File: src/rtl/inc_skip_pkg.sv
package inc_skip_pkg;
  localparam int DATA_W = 8;
  localparam int ADDR_W = 8;
  localparam logic [DATA_W-1:0] INC_STEP = 8'h01;
  localparam logic [DATA_W-1:0] ZERO_VAL = 8'h00;
  localparam logic [DATA_W-1:0] ACC_RST = 8'h00;
  localparam logic [ADDR_W-1:0] ADDR_RST = 8'h00;
  // Opcode selection presented by the decoder
  localparam logic [1:0] OP_NONE = 2'h0;
  localparam logic [1:0] OP_INC_MEM = 2'h1;
  localparam logic [1:0] OP_INC_ACC = 2'h2;
  // Cycle counts of a skipping and non skipping instruction
  localparam int SKIP_CYCLES = 3;
  localparam int PLAIN_CYCLES = 2;
endpackage

File: src/rtl/inc_unit.sv
`timescale 1ns/1ps
module inc_unit
  import inc_skip_pkg::*;
(
  input wire logic [DATA_W-1:0] operand_in,
  output logic [DATA_W-1:0] sum_out,
  output logic zero_out
);
  always_comb begin
    sum_out = operand_in + INC_STEP;
    zero_out = (sum_out == ZERO_VAL);
  end
endmodule // inc_unit

File: src/rtl/increment_skip_if_zero_exec.sv
`timescale 1ns/1ps
// Function
// - Memory form reads operand byte, adds one, writes sum back to same address.
// - Zero result skips the instruction right after the increment.
// - A skip inserts a dummy cycle, making the instruction three cycles.
// - Nonzero result does not skip; execution continues sequentially.
// - Accumulator form loads operand plus one into accumulator, memory untouched.
// - Accumulator form skips when the new accumulator value is zero.
module increment_skip_if_zero_exec
  import inc_skip_pkg::*;
(
  input wire logic clk_in,
  input wire logic arst_n_in,
  input wire logic start_in,
  input wire logic [1:0] op_in,
  input wire logic [ADDR_W-1:0] addr_in,
  input wire logic [DATA_W-1:0] mem_rdata_in,
  output logic busy_out,
  output logic done_out,
  output logic mem_re_out,
  output logic mem_we_out,
  output logic [ADDR_W-1:0] mem_addr_out,
  output logic [DATA_W-1:0] mem_wdata_out,
  output logic acc_we_out,
  output logic [DATA_W-1:0] acc_out,
  output logic skip_out,
  output logic dummy_out
);
  typedef enum logic [1:0] {
    ST_IDLE = 2'b00,
    ST_READ = 2'b01,
    ST_EXEC = 2'b11,
    ST_DUMMY = 2'b10
  } state_e;

  typedef struct packed {
    state_e st;
    logic to_acc;
    logic [ADDR_W-1:0] addr;
    logic [DATA_W-1:0] wdata;
    logic [DATA_W-1:0] acc;
    logic we;
    logic acc_we;
    logic skip;
    logic dummy;
    logic done;
  } state_s;

  state_s q_r;
  state_s q_nxt;
  logic [DATA_W-1:0] sum;
  logic sum_zero;

  inc_unit u_inc (
    .operand_in(mem_rdata_in),
    .sum_out(sum),
    .zero_out(sum_zero)
  );

  function automatic logic is_inc_op(input logic [1:0] op);
    is_inc_op = (op == OP_INC_MEM) || (op == OP_INC_ACC);
  endfunction

  always_comb begin
    q_nxt = q_r;
    q_nxt.we = 1'b0;
    q_nxt.acc_we = 1'b0;
    q_nxt.skip = 1'b0;
    q_nxt.done = 1'b0;
    q_nxt.dummy = 1'b0;
    case (q_r.st)
      ST_IDLE: begin
        if (start_in && is_inc_op(op_in)) begin
          q_nxt.st = ST_READ;
          q_nxt.addr = addr_in;
          q_nxt.to_acc = (op_in == OP_INC_ACC);
        end
      end
      ST_READ: begin
        // Data memory answers the read address in this cycle
        if (q_r.to_acc) begin
          q_nxt.acc = sum;
          q_nxt.acc_we = 1'b1;
        end else begin
          q_nxt.wdata = sum;
          q_nxt.we = 1'b1;
        end
        q_nxt.skip = sum_zero;
        q_nxt.st = ST_EXEC;
      end
      ST_EXEC: begin
        if (q_r.skip) begin
          q_nxt.st = ST_DUMMY;
          q_nxt.dummy = 1'b1;
        end else begin
          q_nxt.st = ST_IDLE;
          q_nxt.done = 1'b1;
        end
      end
      ST_DUMMY: begin
        q_nxt.st = ST_IDLE;
        q_nxt.done = 1'b1;
      end
      default: begin
        q_nxt.st = ST_IDLE;
      end
    endcase
  end

  always_ff @(posedge clk_in or negedge arst_n_in) begin
    if (!arst_n_in) begin
      q_r <= '{
        st: ST_IDLE,
        to_acc: 1'b0,
        addr: ADDR_RST,
        wdata: ZERO_VAL,
        acc: ACC_RST,
        we: 1'b0,
        acc_we: 1'b0,
        skip: 1'b0,
        dummy: 1'b0,
        done: 1'b0
      };
    end else begin
      q_r <= q_nxt;
    end
  end

  assign busy_out = (q_r.st != ST_IDLE);
  assign done_out = q_r.done;
  assign mem_re_out = (q_r.st == ST_READ);
  assign mem_we_out = q_r.we;
  assign mem_addr_out = q_r.addr;
  assign mem_wdata_out = q_r.wdata;
  assign acc_we_out = q_r.acc_we;
  assign acc_out = q_r.acc;
  assign skip_out = q_r.skip;
  assign dummy_out = q_r.dummy;

  // Cycle counter from start acceptance, checked against the documented counts
  logic [2:0] cyc_r;
  always_ff @(posedge clk_in or negedge arst_n_in) begin
    if (!arst_n_in) begin
      cyc_r <= 3'h0;
    end else if (q_r.st == ST_IDLE) begin
      cyc_r <= 3'h0;
    end else begin
      cyc_r <= cyc_r + 3'h1;
    end
  end

  a_mem_writeback: assert property (@(posedge clk_in) disable iff (!arst_n_in)
    (q_r.st == ST_READ && !q_r.to_acc) |=> (mem_we_out && mem_wdata_out == $past(mem_rdata_in) + INC_STEP
    && mem_addr_out == $past(q_r.addr))) else $error("memory form did not write back sum");
  a_zero_skip: assert property (@(posedge clk_in) disable iff (!arst_n_in)
    (q_r.st == ST_READ && (&mem_rdata_in)) |=> skip_out ##1 dummy_out)
    else $error("zero result did not skip");
  a_skip_three: assert property (@(posedge clk_in) disable iff (!arst_n_in)
    (dummy_out && done_out == 1'b0) |=> (done_out && cyc_r == 3'(SKIP_CYCLES)))
    else $error("skipping instruction not three cycles");
  a_no_skip: assert property (@(posedge clk_in) disable iff (!arst_n_in)
    (q_r.st == ST_READ && !(&mem_rdata_in)) |=> !skip_out ##1 (done_out && !dummy_out))
    else $error("nonzero result skipped");
  a_acc_only: assert property (@(posedge clk_in) disable iff (!arst_n_in)
    (q_r.st == ST_READ && q_r.to_acc) |=> (acc_we_out && !mem_we_out && acc_out == $past(sum)))
    else $error("accumulator form wrong");
  a_acc_zero: assert property (@(posedge clk_in) disable iff (!arst_n_in)
    acc_we_out |-> (skip_out == (acc_out == ZERO_VAL))) else $error("accumulator skip mismatch");
  a_wrap_zero: assert property (@(posedge clk_in) disable iff (!arst_n_in)
    (&mem_rdata_in) |-> (sum == ZERO_VAL)) else $error("increment did not wrap");
  a_plain_two: assert property (@(posedge clk_in) disable iff (!arst_n_in)
    (done_out && !$past(dummy_out)) |-> (cyc_r == 3'(PLAIN_CYCLES)))
    else $error("plain instruction not two cycles");

  // Pulses to the rest of the core must never merge into longer levels
  a_done_pulse: assert property (@(posedge clk_in) disable iff (!arst_n_in)
    done_out |=> !done_out) else $error("done held longer than one cycle");
  a_read_once: assert property (@(posedge clk_in) disable iff (!arst_n_in)
    mem_re_out |=> !mem_re_out) else $error("read strobe held too long");
  a_one_target: assert property (@(posedge clk_in) disable iff (!arst_n_in)
    !(mem_we_out && acc_we_out)) else $error("both memory and accumulator written");

  // Held results only move on their own write strobe
  a_acc_kept: assert property (@(posedge clk_in) disable iff (!arst_n_in)
    !acc_we_out |-> $stable(acc_out)) else $error("accumulator changed without write");
  a_wdata_kept: assert property (@(posedge clk_in) disable iff (!arst_n_in)
    !mem_we_out |-> $stable(mem_wdata_out)) else $error("write data changed without write");
  a_addr_kept: assert property (@(posedge clk_in) disable iff (!arst_n_in)
    busy_out |=> $stable(mem_addr_out)) else $error("address changed while busy");

  // Skip handshake towards fetch: dummy always follows a skip
  a_dummy_after: assert property (@(posedge clk_in) disable iff (!arst_n_in)
    dummy_out |-> $past(skip_out)) else $error("dummy cycle without skip");
  a_skip_exec: assert property (@(posedge clk_in) disable iff (!arst_n_in)
    skip_out |-> (q_r.st == ST_EXEC)) else $error("skip outside execute cycle");
  a_done_idle: assert property (@(posedge clk_in) disable iff (!arst_n_in)
    done_out |-> !busy_out) else $error("done while still busy");

  // Codes outside the two increment forms are dropped without a trace
  a_refuse_code: assert property (@(posedge clk_in) disable iff (!arst_n_in)
    (!busy_out && start_in && !is_inc_op(op_in)) |=> !busy_out)
    else $error("unknown opcode started work");
endmodule // increment_skip_if_zero_exec

File: config.mk
export PLATFORM = sky130hd
export DESIGN_NAME = increment_skip_if_zero_exec
export DESIGN_NICKNAME = d
export VERILOG_FILES = /design/src/rtl/inc_skip_pkg.sv /design/src/rtl/inc_unit.sv /design/src/rtl/increment_skip_if_zero_exec.sv
export SDC_FILE = /design/constraint.sdc
export NUM_CORES = 1
export LEC_CHECK = 0
export ABC_CLOCK_PERIOD_IN_PS = 1950
export BUFFER_PORTS_ARGS = -buffer_cell sky130_fd_sc_hd__buf_2
export CORE_MARGIN = 2
export CORE_UTILIZATION = 40
export DETAILED_ROUTE_END_ITERATION = 12
export PLACE_DENSITY = 0.7
export SLEW_MARGIN = 20
export SYNTH_ARGS = -nofsm -noshare
export SYNTH_HDL_FRONTEND = slang
export SYNTH_HIERARCHICAL = 1
export SYNTH_SLANG_ARGS = --single-unit
File: constraint.sdc
create_clock -name clk_in -period 1.95 [get_ports clk_in]
set_input_delay 0.0975 -clock clk_in [delete_from_list [all_inputs] [get_ports clk_in]]
set_output_delay 0.0975 -clock clk_in [all_outputs]
set_load 0.02 [all_outputs]
# Word-level counts from Yosys, hierarchy flattened
# Index checks and enable logic that the tools add are counted.
dict set report totals {
  register_bits 32
  in_bits 21
  output_inout_bits 31
  word_cells 36
}
dict set report op_classes {
  add_sub_neg 1
  eq_ne 6
  n_mux 10
  bitwise 1
  n_reduce_logical 8
}
# op n
set ops {}
lappend ops {{$mux W11} 1}
lappend ops {{$add A8 B1 Y8 const B} 1}
lappend ops {{$logic_not A8 Y1} 1}
lappend ops {{$pmux W2 S4} 1}
lappend ops {{$eq A2 B2 Y1 const B} 3}
lappend ops {{$reduce_and A2 Y1} 3}
lappend ops {{$mux W1} 5}
lappend ops {{$eq A2 B1 Y1 const B} 2}
lappend ops {{$mux W3} 1}
lappend ops {{$logic_not A2 Y1} 1}
lappend ops {{$mux W2} 1}
lappend ops {{$ne A2 B2 Y1 const B} 1}
lappend ops {{$pmux W1 S2} 1}
lappend ops {{$reduce_bool A2 Y1} 1}
lappend ops {{$logic_and A1 B1 Y1} 1}
lappend ops {{$logic_or A1 B1 Y1} 1}
lappend ops {{$not A1 Y1} 1}

# Longest topological paths before layout
dict set report depth {
  ltp_word 5
  ltp_mapped 6
  mapped_depth_nobuf 6
}

# Hierarchy
# Netlist, hierarchy kept.
# module instances cells_per_inst area_per_inst_um2 seq_area_each_um2
set by_module_without_submodules {}
lappend by_module_without_submodules {increment_skip_if_zero_exec 1 100 1390.1 800.8}
lappend by_module_without_submodules {inc_unit 1 20 152.6 0.0}

# Least setup slack after synthesis
# Ideal clock, no wire load.
dict set report synth_timing {
  path_type {register to register}
  startpoint {register q_r[30] in the netlist's numbering}
  endpoint {register q_r, in the netlist mem_addr_out[0]}
  setup_ps 125
  arrival_ps 1395
  required_ps 1825
  setup_slack_ps 430
  path_stages_with_launch 4
  path_buffers 1
  synth_period_minus_slack_ps 1520
  cell_sequence {dfrtp_1 clkbuf_1 nor4b_4 mux2_2}
}
dict set report synth_between {
  elab_chain_len 2
}
# element line
set synth_rtl {}
lappend synth_rtl {{start, declared} increment_skip_if_zero_exec.sv:49} ;# state_s q_r;
lappend synth_rtl {{start signal, assigned} increment_skip_if_zero_exec.sv:112} ;# q_r <= '{
lappend synth_rtl {{start signal, assigned} increment_skip_if_zero_exec.sv:125} ;# q_r <= q_nxt;
lappend synth_rtl {{$logic_not A2 Y1} increment_skip_if_zero_exec.sv:71} ;# case (q_r.st)
lappend synth_rtl {{$reduce_and A2 Y1 (no line)} n/a}
# No other way between the ends.
# A chain may end at the register's enable or synchronous reset.

# Final worst setup path
dict set report layout_timing {
  startpoint {register q_r[30] in the netlist's numbering}
  endpoint {register q_r, in the netlist mem_addr_out[6]}
}
# Same word-level chain as after synthesis.

==> flow_metrics.py <==
metrics = {
    "global_routing": {
        "grt_pass1_wl_mm": 4.022,
        "track_usage_pct": 12.59,
        "grt_max_degree": 33,
        "overflow": 0,
        "grt_antenna_before_repair": 0,
        "grt_pass1_vias": 900,
    },
    "worst_setup_path": {
        "cp.arrival_ns": 1.74,
        "critical_path_class": "reg2reg",
        "crit_path_max_fanout": 9,
        "crit_path_start_kind": "flip-flop",
        "r2r_slack_ns": 0.37,
        "r2r_start": "q_r[30]$_DFFE_PN0P_",
        "r2r-end": "mem_addr_out[6]$_DFFE_PN0P_",
        "crit_path_end_kind": "flip-flop",
        "ff2ff_path_depth": 2,
        "cp.required_ns": 2.10,
    },
    "clock_network": {
        "clk_latency_ns": 0.27,
        "cts_tree": "yes",
        "cts_buffers": 5,
        "clockBufferDepth": 2,
        "htreeDepth": 2,
        "clk_pin_slew_ns": 0.06,
        "cts_root_buf": "clkbuf_8",
        "cts_sinks": 32,
        "cts_post_setup_buffers_inserted": 0,
    },
    "min_path": {
        "hp-start": "addr_in[4]",
        "hold_end": "mem_addr_out[4]$_DFFE_PN0P_",
        "hold_depth": 2,
        "hold_path.class": "in2reg",
    },
    "power_and_ir_drop": {
        "power.internal_mw": 1.835,
        "leakagePower_nw": 0.8725,
        "p_clk_share_pct": 17.0,
        "peakVddDrop_v": 0.0008576,
        "power_mw": 2.933,
        "p_comb_share_pct": 43.5,
        "power.density_mw_per_mm2": 1655,
        "p_sw_mw": 1.099,
        "swShare_pct": 37.46,
        "seq_power_share_pct": 39.5,
    },
    "synth": {
        "synth_top_area_share_pct": 51.91,
        "yosys-top-cells-area": "dfrtp_1, mux2_2, buf_4, ha_1, xnor2_1",
        "synthMuxAreaShare_pct": 18.25,
        "synth_nets": 144,
        "yosys.area_share.simple_pct": 8.921,
        "synth_area_leader_cell": "dfrtp_1",
        "synth-compound-area-share_pct": 1.135,
        "avgSynthCellArea_um2": 12.86,
        "yosys.area_share.xor_xnor_pct": 3.406,
        "synthAdderAreaFrac_pct": 2.433,
        "yosysUniqueCellTypes": 26,
        "synth_top_family_by_area": "multiplexers",
        "syn_inst": 120,
        "yosysWarnings": 6,
        "yosys_register_bits": 32,
        "netlist_area_mm2": 0.001543,
        "yosysSeqAreaShare_pct": 51.91,
    },
    "outcome": {
        "status": "completed",
    },
    "placement": {
        "dp_hpwl_mm": 1.916,
        "dp.cells": 193,
        "port_buffers": 51,
        "place_ws_ns": 0.3387,
        "gp_congestion": 0.6571,
    },
    "floorplanning": {
        "dieWidth_um": 66.11,
        "io_pins": 52,
        "fp.dieArea_mm2": 0.004370,
        "die_h_um": 66.11,
        "core.rowCount": 22,
        "coreArea_mm2": 0.003689,
        "start_util_pct": 41.82,
    },
    "flow_run": {
        "maxCapViolations": 0,
    },
    "route": {
        "drcViolationCount": 0,
        "drtAntennaViolNets": 0,
        "viasPerCell": 4.614,
        "wire_per_inst_um": 12.20,
        "drt_wl_total_mm": 2.465,
        "dr.pass1.iters": 4,
        "drtIter0Drc": 17,
        "num_vias": 932,
    },
    "cells_and_area": {
        "fill_cells": 346,
        "mostFrequentLayoutCells": "buf_2, dfrtp_1, mux2_2",
        "syn_to_final_growth_pct": 14.92,
        "final_core_util_pct": 48.07,
        "final_layout_size_suffix_gt1_share_pct": 57.14,
        "final_nets": 177,
        "diodes": 0,
        "final_cell_count_no_fill": 202,
        "layout_commonest_cell": "buf_2",
    },
    "timing": {
        "max_freq_ghz": 0.6312,
        "fin_setup_tns_ns": 0,
        "fin_ws_ns": 0.3657,
        "fin_crit_sh_pct": 81.24,
        "hold_viol_final": 0,
        "skew_ns": 0.003475,
        "relSlewSlack_pct": 54.24,
        "tightest_slew_ns": 0.6864,
        "setup_viol": 0,
        "drv_slew": 0,
        "rsz0062_at_grt": "no",
        "fin_crit_ns": 1.584,
    },
}
metrics by stage:
step                      hold slack (ns)  cell area, um2
after floorplan                   -0.1981            1543
after global placement             0.1680            1673
after detailed placement           0.1850            1673
after CTS                         0.04853            1773
after global routing              0.05181            1773
final                             0.05858            1773
power by group through the flow:
stage | logic, mW | registers, mW | clock network [mW]
finish | 1.28 | 1.16 | 0.498
detailed placement | 1.30 | 1.17 | 0
global route | 1.37 | 1.20 | 0.566
global placement | 1.27 | 1.16 | 0
CTS | 1.30 | 1.17 | 0.519
floorplan | 1.26 | 1.13 | 0
flip-flops by register name (all words and copies together) (netlist names):
register	flops
dummy_out	1
acc_out	8
skip_out	1
done_out	1
mem_wdata_out	8
q_r	3
acc_we_out	1
mem_we_out	1
mem_addr_out	8
layer usage:
metal / track usage (%) / up-vias / wire [um]
li1: - / 441 / -
met1: 16.41 / 441 / 1086
met3: 4.089 / 3 / 237
met4: 5.357 / 0 / 25
met5: 0 / - / 0
met2: 19.13 / 47 / 1116
kinds of logic after synthesis:
kind of cell / after synthesis
buffers and inverters: 33
multiplexers: 25
adder cells (fa/ha/maj): 3
flip-flops: 32
AO/OA/AOI/OAI: 3
XOR/XNOR: 6
AND/OR/NAND/NOR: 18
cell type report:
class	instances	area (um2)	area share [%]
clock buffers	8	90.09	5.081
inverters	6	22.52	1.270
multi-input cells	55	526.8	29.71
flip-flops and latches	32	800.8	45.17
well taps	48	60.06	3.387
repair buffers	53	272.8	15.38
cell usage after synthesis, drive strengths merged:
cell / count
nor4b: 1
buf: 25
nand3: 3
a21boi: 1
nand3b: 1
or4: 1
nor2: 1
nand2: 2
nor2b: 1
xnor2: 3
and3: 2
ha: 3
clkbuf: 2
or2: 1
dfrtp: 32
a21oi: 2
inv: 6
nand2b: 1
nor3: 1
and2: 1
mux2: 25
nor4: 1
xor2: 3
nor3b: 1
repair_timing:
item	CTS	global route
hold buffers	1	0
hold endpoints to repair	32	0
gates resized for setup	0	0
worst max path at each step:
stage / from / to / slack [ns] / cells past startpoint
after floorplan: q_r[30]$_DFFE_PN0P_ / mem_addr_out[0]$_DFFE_PN0P_ / 0.43 / 3
after global placement: mem_rdata_in[0] / skip_out$_DFF_PN0_ / 0.36 / 7
after detailed placement: mem_rdata_in[0] / skip_out$_DFF_PN0_ / 0.34 / 7
after CTS: q_r[30]$_DFFE_PN0P_ / mem_addr_out[6]$_DFFE_PN0P_ / 0.35 / 2
after global routing: q_r[30]$_DFFE_PN0P_ / mem_addr_out[6]$_DFFE_PN0P_ / 0.26 / 2
final: q_r[30]$_DFFE_PN0P_ / mem_addr_out[6]$_DFFE_PN0P_ / 0.37 / 2
critical path, cell delays in order, from the launching register on:
cell	delay, ns
dfrtp_1	0.46
nor4b_4	0.60
mux2_2	0.40
Note: power is estimated with default switching activity, not from simulation.
